<file path="config.mk">
export PLATFORM = sky130hd
export DESIGN_NAME = sacr_regs
export DESIGN_NICKNAME = d
export VERILOG_FILES = /design/src/sacr_pkg.sv /design/src/sacr_regs.sv /design/src/sacr_sync.sv
export SDC_FILE = /design/constraint.sdc
export NUM_CORES = 1
export LEC_CHECK = 0
export ABC_CLOCK_PERIOD_IN_PS = 2300
export BUFFER_PORTS_ARGS = -buffer_cell sky130_fd_sc_hd__clkbuf_2
export CAP_MARGIN = 0
export CORE_MARGIN = 1
export CORE_UTILIZATION = 40
export CTS_BUF_LIST = sky130_fd_sc_hd__clkbuf_16
export DETAILED_ROUTE_END_ITERATION = 12
export HOLD_SLACK_MARGIN = 0.06
export PLACE_DENSITY = 0.72
export SYNTH_ARGS = -nofsm -noshare
export SYNTH_HDL_FRONTEND = slang
export SYNTH_SLANG_ARGS = --single-unit
</file>
<file path="constraint.sdc">
create_clock -name clk_sys -period 2.3 [get_ports clk_sys]
set_clock_uncertainty 0.05 [all_clocks]
set_input_delay 0.23 -clock clk_sys [delete_from_list [all_inputs] [get_ports clk_sys]]
set_output_delay 0.23 -clock clk_sys [all_outputs]
set_load 0.01 [all_outputs]
</file>
<file path="src/sacr_pkg.sv">
package sacr_pkg;

   // ****************************************************************
   // Register indices (byte address is four times the index)
   // ****************************************************************
   localparam logic [7:0] IDX_DIG_TEST_ENABLE = 8'h03;
   localparam logic [7:0] IDX_OUT_TEST_ROUTE = 8'h06;
   localparam logic [7:0] IDX_DIG_TEST_IN_ROUTE = 8'h07;
   localparam logic [7:0] IDX_ANA_TEST_IN_ROUTE = 8'h08;
   localparam logic [7:0] IDX_ANA_TEST_ENABLE = 8'h10;
   localparam logic [7:0] IDX_UNLOCK = 8'hff;
   localparam logic [7:0] IDX_SUPPLY_FLAGS_A = 8'h91;
   localparam logic [7:0] IDX_SUPPLY_FLAGS_B = 8'h92;
   localparam logic [7:0] IDX_FE_DIAG_FLAGS = 8'h93;
   localparam logic [7:0] IDX_SENSOR1_GAIN = 8'ha1;
   localparam logic [7:0] IDX_SENSOR2_GAIN = 8'ha2;
   localparam logic [7:0] IDX_SENSOR1_OFS_LO = 8'ha3;
   localparam logic [7:0] IDX_SENSOR1_OFS_HI = 8'ha4;
   localparam logic [7:0] IDX_SENSOR2_OFS_LO = 8'ha5;
   localparam logic [7:0] IDX_SENSOR2_OFS_HI = 8'ha6;
   localparam logic [7:0] IDX_FE_SELECT_CAP = 8'ha7;
   localparam logic [7:0] IDX_FE_CONTROL = 8'ha9;
   localparam logic [7:0] IDX_ADC_DEC_SELECT = 8'hb3;
   localparam logic [7:0] IDX_ADC_UPDATE = 8'hb4;
   localparam logic [7:0] IDX_ADC_RESULT_0 = 8'he0;
   localparam logic [7:0] IDX_ADC_RESULT_1 = 8'he1;
   localparam logic [7:0] IDX_ADC_RESULT_2 = 8'he2;

   // ****************************************************************
   // Field positions
   // ****************************************************************
   localparam int DEC_SEL_LSB = 0;
   localparam int DEC_SEL_W = 3;
   localparam int FE_SENSOR_SEL_BIT = 7;
   localparam int FE_INV_S2_BIT = 6;
   localparam int FE_INV_S1_BIT = 5;
   localparam int FE_LEVEL_SHIFT_BIT = 5;
   localparam int FE_TEMP_SENSOR_BIT = 4;
   localparam int FE_BRIDGE_REG_BIT = 2;
   localparam int CAP_FE_SELECT_BIT = 7;
   localparam int CAP_CURRENT_LSB = 4;
   localparam int CAP_CURRENT_W = 3;
   localparam int CAP_THRESH_LSB = 2;
   localparam int CAP_THRESH_W = 2;
   localparam int CAP_TRANSZ_LSB = 0;
   localparam int CAP_TRANSZ_W = 2;
   localparam int GAIN1_LSB = 5;
   localparam int GAIN1_W = 3;
   localparam int GAIN2_LSB = 0;
   localparam int GAIN2_W = 5;
   localparam int ZTC_HI_W = 2;
   localparam int TEMP_PROPORTIONAL_OFFSET_LSB = 2;
   localparam int TEMP_PROPORTIONAL_OFFSET_W = 6;
   localparam int ANA_DAC_OFF_BIT = 3;
   localparam int ANA_MUX_EN_BIT = 4;
   localparam int DIG_IN_CTRL_BIT = 1;
   localparam int DIG_OUT_EN_LSB = 2;
   localparam int DIG_OUT_EN_W = 2;
   localparam int ADC_UPDATE_BIT = 0;
   localparam int UNLOCK_STATE_BIT = 0;

   // ****************************************************************
   // Reset values and unlock keys
   // ****************************************************************
   localparam logic [7:0] RST_REG = 8'h00;
   localparam logic CAP_FE_RESISTIVE = 1'b0;
   localparam logic [7:0] UNLOCK_KEY_1 = 8'h5a;
   localparam logic [7:0] UNLOCK_KEY_2 = 8'ha5;

   // ****************************************************************
   // Decimator defaults
   // ****************************************************************
   localparam int NUM_DEC_DEF = 8;
   localparam int DEC_W_DEF = 24;
   localparam int RESULT_W = 24;

   typedef enum logic [1:0] {
      LOCKED,
      KEY1_SEEN,
      UNLOCKED
   } sacr_lock_t;

endpackage : sacr_pkg

</file>
<file path="src/sacr_regs.sv">
// The AHB-Lite slave port was left to the implementer.
`timescale 1ns/1ns

// Summary of operation
// - Update request copies decimator output to shadow
// - Register 0xB3 bits 0-2 pick decimator
// - 0xA9 bit 5 enables ADC level shift
// - 0xA9 bit 4 selects internal temperature sensor
// - 0xA7 bit 7 picks resistive or capacitive
// - Front end resets to resistive
// - 0xA9 bit 2 enables bridge drive regulator
// - 0xA9 bit 7 picks sensor input pair
// - 0xA9 bits 5/6 invert sensor sign
// - 0xA1/0xA2 bits 5-7 hold stage-one gain
// - 0xA1/0xA2 bits 0-4 hold stage-two gain
// - 0xA7 bits 2-3 set comparator threshold
// - 0xA7 bits 4-6 set capacitive drive current
// - 0xA7 bits 0-1 set transimpedance
// - Zero-tempco offset spans register pair, read/write
// - Temperature offset shares upper offset register
// - Front-end diagnostic flags read at 0x93
// - Supply monitor flags read at 0x91/0x92
// - 0x10 bits 3-4 disable DACs, enable muxes
// - Test mux writes ignored while locked
// - 0x08 and 0x06 route analog test signals
// - 0x03 bit 1 input, bits 2-3 output
// - 0x07 routes digital test inputs
// - Key sequence at 0xFF unlocks test space
module sacr_regs
   import sacr_pkg::*;
#(
   parameter int NUM_DEC = NUM_DEC_DEF,
   parameter int DEC_W = DEC_W_DEF
) (
   input wire logic clk_sys,
   input wire logic nrst,
   input wire logic hsel,
   input wire logic [31:0] haddr,
   input wire logic [1:0] htrans,
   input wire logic hwrite,
   input wire logic [2:0] hsize,
   input wire logic [31:0] hwdata,
   input wire logic hready,
   output logic hreadyout,
   output logic hresp,
   output logic [31:0] hrdata,
   input wire logic [NUM_DEC*DEC_W-1:0] decimOut,
   input wire logic [7:0] supplyMonitorFlagsA,
   input wire logic [7:0] supplyMonitorFlagsB,
   input wire logic [7:0] frontEndDiagFlags,
   output logic adcLevelShiftEn,
   output logic tempSensorSel,
   output logic capFrontEndSel,
   output logic bridgeDriveRegEn,
   output logic sensorPairSel,
   output logic sensor1Invert,
   output logic sensor2Invert,
   output logic [2:0] sensor1Stage1Gain,
   output logic [4:0] sensor1Stage2Gain,
   output logic [2:0] sensor2Stage1Gain,
   output logic [4:0] sensor2Stage2Gain,
   output logic [1:0] capThreshold,
   output logic [2:0] capDriveCurrent,
   output logic [1:0] capTransZ,
   output logic [9:0] sensor1ZeroTempcoOffset,
   output logic [5:0] sensor1TempPropOffset,
   output logic [9:0] sensor2ZeroTempcoOffset,
   output logic [5:0] sensor2TempPropOffset,
   output logic outDacDisable,
   output logic anaTestMuxEn,
   output logic [7:0] anaTestInRoute,
   output logic [7:0] outTestRoute,
   output logic digTestInCtrl,
   output logic [1:0] digTestOutEn,
   output logic [7:0] digTestInRoute,
   output logic testUnlocked
);

   // ****************************************************************
   // Elaboration checks
   // ****************************************************************
   if (NUM_DEC < 1 || NUM_DEC > 8) begin : g_bad_num_dec
      $error("NUM_DEC must lie in 1..8");
   end
   if (DEC_W < 1 || DEC_W > RESULT_W) begin : g_bad_dec_w
      $error("DEC_W must lie in 1..24");
   end

   // ****************************************************************
   // State
   // ****************************************************************
   typedef struct packed {
      logic wrPend;
      logic rdPend;
      logic rdWait;
      logic [7:0] addrIdx;
      logic [31:0] rdData;
      sacr_lock_t lock;
      logic [7:0] digTestEnable;
      logic [7:0] outTestRoute;
      logic [7:0] digTestInRoute;
      logic [7:0] anaTestInRoute;
      logic [7:0] anaTestEnable;
      logic [7:0] sensor1Gain;
      logic [7:0] sensor2Gain;
      logic [7:0] sensor1OfsLo;
      logic [7:0] sensor1OfsHi;
      logic [7:0] sensor2OfsLo;
      logic [7:0] sensor2OfsHi;
      logic [7:0] feSelectCap;
      logic [7:0] feControl;
      logic [7:0] adcDecSelect;
      logic [RESULT_W-1:0] adcShadow;
   } sacr_state_t;

   sacr_state_t state_q;
   sacr_state_t state_d;

   logic [7:0] supFlagsA;
   logic [7:0] supFlagsB;
   logic [7:0] diagFlags;

   // Analog flag sources come from outside the clock domain
   sacr_sync #(
      .W(24)
   ) u_flag_sync (
      .clk_sys(clk_sys),
      .nrst(nrst),
      .asyncIn({supplyMonitorFlagsA, supplyMonitorFlagsB, frontEndDiagFlags}),
      .syncOut({supFlagsA, supFlagsB, diagFlags})
   );

   // ****************************************************************
   // Helper functions
   // ****************************************************************
   // Restricted test mux registers
   function automatic logic isTestMux(input logic [7:0] idx);
      isTestMux = (idx == IDX_DIG_TEST_ENABLE) || (idx == IDX_OUT_TEST_ROUTE) ||
                  (idx == IDX_DIG_TEST_IN_ROUTE) || (idx == IDX_ANA_TEST_IN_ROUTE) ||
                  (idx == IDX_ANA_TEST_ENABLE);
   endfunction : isTestMux

   // Chosen decimator word, zero-extended to result width
   function automatic logic [RESULT_W-1:0] pickDecim(input logic [2:0] sel,
                                                     input logic [NUM_DEC*DEC_W-1:0] all);
      logic [RESULT_W-1:0] res;
      res = '0;
      for (int i = 0; i < NUM_DEC; i++) begin
         if (sel == i[2:0]) begin
            res[DEC_W-1:0] = all[i*DEC_W +: DEC_W];
         end
      end
      pickDecim = res;
   endfunction : pickDecim

   // Register read mux
   function automatic logic [7:0] readReg(input logic [7:0] idx, input sacr_state_t s,
                                          input logic [7:0] fa, input logic [7:0] fb,
                                          input logic [7:0] fd);
      logic [7:0] v;
      v = 8'h00;
      case (idx)
         IDX_DIG_TEST_ENABLE: v = s.digTestEnable;
         IDX_OUT_TEST_ROUTE: v = s.outTestRoute;
         IDX_DIG_TEST_IN_ROUTE: v = s.digTestInRoute;
         IDX_ANA_TEST_IN_ROUTE: v = s.anaTestInRoute;
         IDX_ANA_TEST_ENABLE: v = s.anaTestEnable;
         IDX_UNLOCK: v[UNLOCK_STATE_BIT] = (s.lock == UNLOCKED);
         IDX_SUPPLY_FLAGS_A: v = fa;
         IDX_SUPPLY_FLAGS_B: v = fb;
         IDX_FE_DIAG_FLAGS: v = fd;
         IDX_SENSOR1_GAIN: v = s.sensor1Gain;
         IDX_SENSOR2_GAIN: v = s.sensor2Gain;
         IDX_SENSOR1_OFS_LO: v = s.sensor1OfsLo;
         IDX_SENSOR1_OFS_HI: v = s.sensor1OfsHi;
         IDX_SENSOR2_OFS_LO: v = s.sensor2OfsLo;
         IDX_SENSOR2_OFS_HI: v = s.sensor2OfsHi;
         IDX_FE_SELECT_CAP: v = s.feSelectCap;
         IDX_FE_CONTROL: v = s.feControl;
         IDX_ADC_DEC_SELECT: v = s.adcDecSelect;
         IDX_ADC_RESULT_0: v = s.adcShadow[7:0];
         IDX_ADC_RESULT_1: v = s.adcShadow[15:8];
         IDX_ADC_RESULT_2: v = s.adcShadow[23:16];
         default: v = 8'h00;
      endcase
      readReg = v;
   endfunction : readReg

   // ****************************************************************
   // Next-state logic
   // ****************************************************************
   logic addrPhase;
   logic [7:0] wByte;

   assign addrPhase = hsel && htrans[1] && hready;
   assign wByte = hwdata[7:0];

   always_comb begin
      state_d = state_q;
      state_d.wrPend = 1'b0;
      state_d.rdPend = 1'b0;
      state_d.rdWait = 1'b0;

      // Read wait state: load data one cycle into the data phase
      if (state_q.rdPend) begin
         state_d.rdData = {24'h000000,
                           readReg(state_q.addrIdx, state_q, supFlagsA, supFlagsB, diagFlags)};
         state_d.rdWait = 1'b1;
      end

      if (state_q.wrPend) begin
         case (state_q.addrIdx)
            IDX_SENSOR1_GAIN: state_d.sensor1Gain = wByte;
            IDX_SENSOR2_GAIN: state_d.sensor2Gain = wByte;
            IDX_SENSOR1_OFS_LO: state_d.sensor1OfsLo = wByte;
            IDX_SENSOR1_OFS_HI: state_d.sensor1OfsHi = wByte;
            IDX_SENSOR2_OFS_LO: state_d.sensor2OfsLo = wByte;
            IDX_SENSOR2_OFS_HI: state_d.sensor2OfsHi = wByte;
            IDX_FE_SELECT_CAP: state_d.feSelectCap = wByte;
            IDX_FE_CONTROL: state_d.feControl = wByte;
            IDX_ADC_DEC_SELECT: state_d.adcDecSelect = wByte;
            IDX_ADC_UPDATE: begin
               if (wByte[ADC_UPDATE_BIT]) begin
                  state_d.adcShadow = pickDecim(
                     state_q.adcDecSelect[DEC_SEL_LSB +: DEC_SEL_W], decimOut);
               end
            end
            IDX_UNLOCK: begin
               if (wByte == UNLOCK_KEY_1) begin
                  state_d.lock = KEY1_SEEN;
               end else if (wByte == UNLOCK_KEY_2 && state_q.lock == KEY1_SEEN) begin
                  state_d.lock = UNLOCKED;
               end else begin
                  state_d.lock = LOCKED;
               end
            end
            default: begin
            end
         endcase

         if (isTestMux(state_q.addrIdx) && state_q.lock == UNLOCKED) begin
            case (state_q.addrIdx)
               IDX_DIG_TEST_ENABLE: state_d.digTestEnable = wByte;
               IDX_OUT_TEST_ROUTE: state_d.outTestRoute = wByte;
               IDX_DIG_TEST_IN_ROUTE: state_d.digTestInRoute = wByte;
               IDX_ANA_TEST_IN_ROUTE: state_d.anaTestInRoute = wByte;
               IDX_ANA_TEST_ENABLE: state_d.anaTestEnable = wByte;
               default: begin
               end
            endcase
         end
      end

      // Capture a new address phase
      if (addrPhase) begin
         state_d.addrIdx = haddr[9:2];
         state_d.wrPend = hwrite;
         state_d.rdPend = !hwrite;
      end
   end

   // ****************************************************************
   // State register
   // ****************************************************************
   always_ff @(posedge clk_sys) begin
      if (!nrst) begin
         state_q <= '0;
         state_q.lock <= LOCKED;
         state_q.digTestEnable <= RST_REG;
         state_q.outTestRoute <= RST_REG;
         state_q.digTestInRoute <= RST_REG;
         state_q.anaTestInRoute <= RST_REG;
         state_q.anaTestEnable <= RST_REG;
         state_q.sensor1Gain <= RST_REG;
         state_q.sensor2Gain <= RST_REG;
         state_q.sensor1OfsLo <= RST_REG;
         state_q.sensor1OfsHi <= RST_REG;
         state_q.sensor2OfsLo <= RST_REG;
         state_q.sensor2OfsHi <= RST_REG;
         state_q.feSelectCap <= {CAP_FE_RESISTIVE, 7'h00};
         state_q.feControl <= RST_REG;
         state_q.adcDecSelect <= RST_REG;
      end else begin
         state_q <= state_d;
      end
   end

   // ****************************************************************
   // Bus outputs
   // ****************************************************************
   // Reads stretch by one wait state, writes have none
   assign hreadyout = !state_q.rdPend;
   assign hresp = 1'b0;
   assign hrdata = state_q.rdData;

   // ****************************************************************
   // Front-end control outputs
   // ****************************************************************
   // level shift enable
   assign adcLevelShiftEn = state_q.feControl[FE_LEVEL_SHIFT_BIT];
   assign tempSensorSel = state_q.feControl[FE_TEMP_SENSOR_BIT];
   assign bridgeDriveRegEn = state_q.feControl[FE_BRIDGE_REG_BIT];
   assign sensorPairSel = state_q.feControl[FE_SENSOR_SEL_BIT];
   assign sensor1Invert = state_q.feControl[FE_INV_S1_BIT];
   assign sensor2Invert = state_q.feControl[FE_INV_S2_BIT];

   assign capFrontEndSel = state_q.feSelectCap[CAP_FE_SELECT_BIT];
   assign capThreshold = state_q.feSelectCap[CAP_THRESH_LSB +: CAP_THRESH_W];
   assign capDriveCurrent = state_q.feSelectCap[CAP_CURRENT_LSB +: CAP_CURRENT_W];
   assign capTransZ = state_q.feSelectCap[CAP_TRANSZ_LSB +: CAP_TRANSZ_W];

   assign sensor1Stage1Gain = state_q.sensor1Gain[GAIN1_LSB +: GAIN1_W];
   assign sensor2Stage1Gain = state_q.sensor2Gain[GAIN1_LSB +: GAIN1_W];
   assign sensor1Stage2Gain = state_q.sensor1Gain[GAIN2_LSB +: GAIN2_W];
   assign sensor2Stage2Gain = state_q.sensor2Gain[GAIN2_LSB +: GAIN2_W];

   assign sensor1ZeroTempcoOffset = {state_q.sensor1OfsHi[ZTC_HI_W-1:0], state_q.sensor1OfsLo};
   assign sensor2ZeroTempcoOffset = {state_q.sensor2OfsHi[ZTC_HI_W-1:0], state_q.sensor2OfsLo};
   assign sensor1TempPropOffset = state_q.sensor1OfsHi[TEMP_PROPORTIONAL_OFFSET_LSB +: TEMP_PROPORTIONAL_OFFSET_W];
   assign sensor2TempPropOffset = state_q.sensor2OfsHi[TEMP_PROPORTIONAL_OFFSET_LSB +: TEMP_PROPORTIONAL_OFFSET_W];

   // ****************************************************************
   // Test mux outputs
   // ****************************************************************
   // DAC off, mux on
   assign outDacDisable = state_q.anaTestEnable[ANA_DAC_OFF_BIT];
   assign anaTestMuxEn = state_q.anaTestEnable[ANA_MUX_EN_BIT];
   assign anaTestInRoute = state_q.anaTestInRoute;
   assign outTestRoute = state_q.outTestRoute;
   assign digTestInCtrl = state_q.digTestEnable[DIG_IN_CTRL_BIT];
   assign digTestOutEn = state_q.digTestEnable[DIG_OUT_EN_LSB +: DIG_OUT_EN_W];
   assign digTestInRoute = state_q.digTestInRoute;
   assign testUnlocked = (state_q.lock == UNLOCKED);

endmodule : sacr_regs

</file>
<file path="src/sacr_sync.sv">
`timescale 1ns/1ns

module sacr_sync #(
   parameter int W = 8
) (
   input wire logic clk_sys,
   input wire logic nrst,
   input wire logic [W-1:0] asyncIn,
   output logic [W-1:0] syncOut
);

   typedef struct packed {
      logic [W-1:0] stage1;
      logic [W-1:0] stage2;
   } sacr_sync_t;

   sacr_sync_t state_q;
   sacr_sync_t state_d;

   // Two-stage chain; only stage2 is read outside
   always_comb begin
      state_d.stage1 = asyncIn;
      state_d.stage2 = state_q.stage1;
   end

   always_ff @(posedge clk_sys) begin
      if (!nrst) begin
         state_q <= '0;
      end else begin
         state_q <= state_d;
      end
   end

   assign syncOut = state_q.stage2;

endmodule : sacr_sync

</file>
=== Yosys cells after proc, flatten, opt, wreduce, memory -nomap -nowiden ===
Cells that the tools add are included.

* Register bits: 204
* Latch bits: 0
* Memory bits (writable): 0
* Bits in read-only memories: 0
* Input bits: 290
* Output and inout port bits: 126
* Memories kept: 0

* Add/sub/neg operators: 0
* $mul: 0
* Div/mod/pow operators: 0
* Order comparisons: 0
* Equality and inequality tests: 33
* Shift operators: 0
* Muxes and demuxes: 12
* Bitwise operators: 0
* Reductions and logical operators: 28

{| class="wikitable"
|+ Operator list
! cell !! count
|-
| two-way mux 24 bit || 8
|-
| equality test 8 bit (second input constant) || 18
|-
| case mux 7 bit (20 select lines) || 1
|-
| AND reduction 2 bit || 11
|-
| case mux 1 bit (21 select lines) || 1
|-
| AND reduction 3 bit || 6
|-
| equality test 8 x 3 -> 1 bit (second input constant) || 2
|-
| equality test 3 bit (second input constant) || 4
|-
| equality test 8 x 2 -> 1 bit (second input constant) || 1
|-
| equality test 8 x 4 -> 1 bit (second input constant) || 1
|-
| equality test 8 x 5 -> 1 bit (second input constant) || 1
|-
| equality test 8 x 7 -> 1 bit (second input constant) || 1
|-
| equality test 3 x 2 -> 1 bit (second input constant) || 2
|-
| logical AND 1 bit || 4
|-
| logical OR 1 bit || 4
|-
| two-way mux 2 bit || 2
|-
| equality test 3 x 1 -> 1 bit (second input constant) || 1
|-
| zero test 3 bit || 1
|-
| equality test 2 x 1 -> 1 bit (second input constant) || 1
|-
| equality test 2 bit (second input constant) || 1
|-
| zero test 1 bit || 2
|}

=== Depth between registers and ports, before layout ===
* Depth after elaboration: 9
* Gate-level depth with buffers: 9

=== By module ===
Synthesis repeated with hierarchy kept, for this count alone.

* Cells, all modules: 1323
* Area, all modules: 11857.6 um^2

{| class="wikitable"
|+ Modules (own cells, without submodules)
! module !! instances !! cells each !! area an instance (um^2) !! sequential area each (um^2)
|-
| sacr_regs || 1 || 1222 || 10526.3 || 3123.0
|-
| sacr_sync || 1 || 101 || 1331.3 || 960.9
|}

=== Least setup slack after synthesis ===
OpenSTA, ideal clock, no wires.

* Path type: register -> register
* From: register state_q[171] (netlist bit)
* To: register state_q (netlist bit hrdata[7])
* Arrival time: 1.735 ns
* Setup slack: 0.380 ns
* Cell stages (with the launch flop): 8
* Path buffers: 2
* Period minus slack after synthesis: 1.920 ns
* Cell sequence: dfxtp_1 buf_4 buf_2 mux4_2 nand2_1 o211ai_1 a2111oi_0 a32oi_1

* Cells in the longest elaborated chain, start to end: 2

{| class="wikitable"
|+ RTL lines
! item !! RTL line !! source
|-
| start, declared || sacr_regs.sv:116 || <nowiki>sacr_state_t state_q;</nowiki>
|-
| start signal, assigned || sacr_regs.sv:284 || <nowiki>state_q <= state_d;</nowiki>
|-
| equality test 8 bit, or another cell as far along || sacr_regs.sv:162 || <nowiki>case (idx)</nowiki>
|-
| case mux 7 bit (20 select lines) (*) || sacr_regs.sv:162 ||
|}

Every way passes the cells marked *; elsewhere a longest branch is shown, timed or not.
A chain may end at the register's enable or synchronous reset.

=== Worst setup path after layout ===
* From: register state_q[25] (netlist bit)
* To: register state_q[10] (netlist bit)

* Cells in the longest elaborated chain, start to end: 9

{| class="wikitable"
|+ RTL lines
! item !! RTL line !! source
|-
| zero test 3 bit || sacr_regs.sv:149 || <nowiki>if (sel == i[2:0]) begin</nowiki>
|-
| two-way mux 24 bit (7 in series) || sacr_regs.sv:149 ||
|-
| two-way mux 24 bit (*) || sacr_regs.sv:149 ||
|}

Marked as above.

==> impl_metrics.csv <==
group,metric,value,unit
job,maxCapViolCount,0,
synthesis,synthCells,1330,
power,power_density,529.1,mW/mm^2
layout,fin_util,52.06,%
synthesis,async_reset_ff_share,0,%
clocking,clock-root-buffer,"clkbuf_16",
synthesis,synthFlopType,"dfxtp_1",
placement,dp_hpwl,35170,um
sta,rsz0062_at_grt,"true",
sta,worstMarginPinSlew,1.014,ns
synthesis,ys_seq_area_share,35.22,%
placement,place_congestion,0.9887,
status,status,"completed",
synthesis,synth-compound-area-share,18.11,%
synthesis,synth_area,0.01159,sq mm
layout,layout_commonest_cell,"clkbuf_2",
synthesis,synth-simple-area-share,21.60,%
sta,slew_headroom,32.43,%
placement,pre_cts_slack,-0.08274,ns
power,p_leak,6.349,nW
critical_path,path_class,"reg2reg",
global_routing,grt_pass1_wl,64710,um
floorplanning,start_util,41.17,%
synthesis,avgSynthCellArea,8.718,sq um
sta,setup_slack,0.07976,ns
synthesis,synthMuxAreaShare,13.22,%
sta,hold_ws,0.09541,ns
floorplanning,coreArea,0.02816,sq mm
detailed_routing,detail-route-antenna-nets,0,
floorplanning,ioPinCount,416,
sta,fmax,450.4,MHz
sta,slew_violations,0,
detailed_routing,post_drt_wl_per_cell,21.83,um
layout,area_delta_synth_final,26.46,%
floorplanning,fp.dieW,172.3,um
clocking,cts.path.max_buffers,3,
clocking,cts.sinks,204,
global_routing,overflow,0,
sta,min_period,2.220,ns
detailed_routing,viasPerCell,5.421,
synthesis,synthDistinctLibCells,76,
global_routing,grt_usage,29.49,%
critical_path,cp_slowest_cell,"o22ai_1",
placement,dpl.cell_count,1971,
synthesis,synth-seq-cells,204,
clocking,clk_latency,0.53,ns
placement,io_buffers,338,
floorplanning,row_count,61,
sta,finalSetupViolations,0,
layout,nets,1948,
clocking,cts_tree,"done",
critical_path,cp-end-kind,"flop",
synthesis,yosysWarnings,0,
critical_path,cp-start-kind,"flop",
floorplanning,die_area,0.02967,sq mm
detailed_routing,drc,0,
global_routing,grt_max_degree,122,
clocking,path_clk_slew,0.06,ns
global_routing,grt_antenna_before_repair,1,
power,peakVddDrop,0.0005030,V
critical_path,path_cells,"nand2b_1 -> o22ai_1 -> o21ai_0 -> a21oi_1 -> o211ai_1 -> nand2_1",
detailed_routing,dr.pass1.iters,5,
clocking,htreeDepth,1,
sta,period_share,96.53,%
critical_path,worst-path-buf-inv,0,
detailed_routing,via_count,11130,
synthesis,synth_edf_count,0,
clocking,cts_buffers,23,
layout,final_cell_mix,"clkbuf_2, dfxtp_1, nand2_1, mux2i_1, buf_4",
critical_path,crit_path_max_incr_delay,0.62,ns
detailed_routing,drt-total-wl,44820,um
critical_path,crit_family,"compound AO/OA/AOI/OAI gates",
synthesis,synth_xor_xnor_area_share,0,%
critical_path,path_max_fanout,14,
layout,layout-drive-gt1-share,32.62,%
critical_path,crit_arrival,2.62,ns
critical_path,cp.required,2.70,ns
sta,finalHoldViolations,0,
floorplanning,fp.dieH,172.3,um
hold_path,hp-class,"in2reg",
detailed_routing,drt-initial-drc-count,927,
synthesis,synth_top_family_by_area,"simple AND/OR/NAND/NOR gates",
layout,instances_no_fill,2053,
synthesis,synth_fa_ha_area_share,0,%
global_routing,grt_pass1_vias,10770,
-- layer usage --
layer / global-route usage, % / routed length (um)
met1: 35.53 / 17900
met2: 51.44 / 21800
met3: 3.777 / 2785
met4: 14.70 / 2337
met5: 0 / 0
-- flip-flops by register name (all words and copies together) (netlist names), 3 cells and up --
register                 flops
outTestRoute                 8
digTestInRoute               8
sensor1Stage2Gain            5
state_q                     58
sensor2Stage1Gain            3
sensor1ZeroTempcoOffset     10
sensor2TempPropOffset        6
sensor2Stage2Gain            5
capDriveCurrent              3
u_flag_sync.state_d         24
sensor2ZeroTempcoOffset     10
hrdata                       8
sensor1Stage1Gain            3
anaTestInRoute               8
u_flag_sync.syncOut         24
sensor1TempPropOffset        6
-- layout make-up --
| cell class | instances | area [sq um] |
|---|---|---|
| clock buffers | 23 | 575.6 |
| inverters | 7 | 26.28 |
| repair buffers | 497 | 3104 |
| fillers | 2669 | 13500 |
| well taps | 378 | 473.0 |
| multi-input cells | 925 | 6270 |
| clock inverters | 18 | 118.9 |
| flip-flops and latches | 204 | 4093 |
| diodes | 1 | 2.502 |
-- through the flow --
step | power (mW) | cell area, sq um | TNS, ns
6_report | 7.758 | 14660 | 0
5_1_grt | 8.002 | 14660 | -0.02798
4_1_cts | 7.781 | 14620 | 0
3_5_place_dp | 4.342 | 13520 | -0.6922
3_3_place_gp | 4.340 | 13520 | -0.7176
2_1_floorplan | 4.003 | 11690 | 0
-- tightest hold or removal path: cells and delay by family --
family / cells / cell delay, ns
buffers and inverters: 1 / 0.07
AOI/OAI and AO/OA: 1 / 0.14
and+or+nand+nor: 1 / 0.05
muxes: 1 / 0.14
-- Yosys cell counts, types with 6 or more instances --
master	n	area, sq um
o21ai_0	43	215.2
mux2i_1	116	1161
a32oi_1	12	105.1
a21boi_0	54	405.4
inv_1	7	26.28
a22oi_1	25	187.7
nor2b_1	88	550.5
a22o_1	9	78.83
a31oi_1	7	43.79
and2_1	55	344.1
o22ai_1	21	131.4
a211oi_1	27	202.7
nor2_1	39	146.4
buf_2	33	165.2
nand2_1	149	559.3
nand2b_1	6	37.54
mux4_2	12	270.3
a21oi_1	44	220.2
buf_4	121	908.4
mux2_2	9	101.4
dfxtp_1	204	4084
clkbuf_1	58	217.7
nand3_1	71	355.3
o211ai_1	18	135.1
nor3_1	9	45.04
-- timing repair --
item / CTS / global route
buffers inserted: 0 / 0
gates resized for setup: 2 / 11
hold endpoints to repair: 41 / 0
pin swaps: 0 / 1
hold buffers: 40 / 0
endpoints found under the setup margin: 31 / 25
-- kinds of logic after synthesis --
group,after synthesis
other cells,1
buf+inv,225
mux,137
simple gates,465
flops,204
compound gates,298
-- path summary, 6_finish.rpt --
path,startpoint,endpoint,slack [ns],depth (start not counted)
setup reg to reg,state_q[25],state_q[10],0.08,6
hold / removal,decimOut[181],state_q[13],0.1,4
hold reg to reg,u_flag_sync.state_d[9],u_flag_sync.syncOut[9],0.38,1
setup / recovery,state_q[25],state_q[10],0.08,6
-- power by group --
group | switching [mW] | internal (mW)
clock network | 1.49 | 1.94
logic | 0.363 | 0.370
registers | 0.0225 | 3.58
Note: power is estimated with default switching activity, not from simulation.
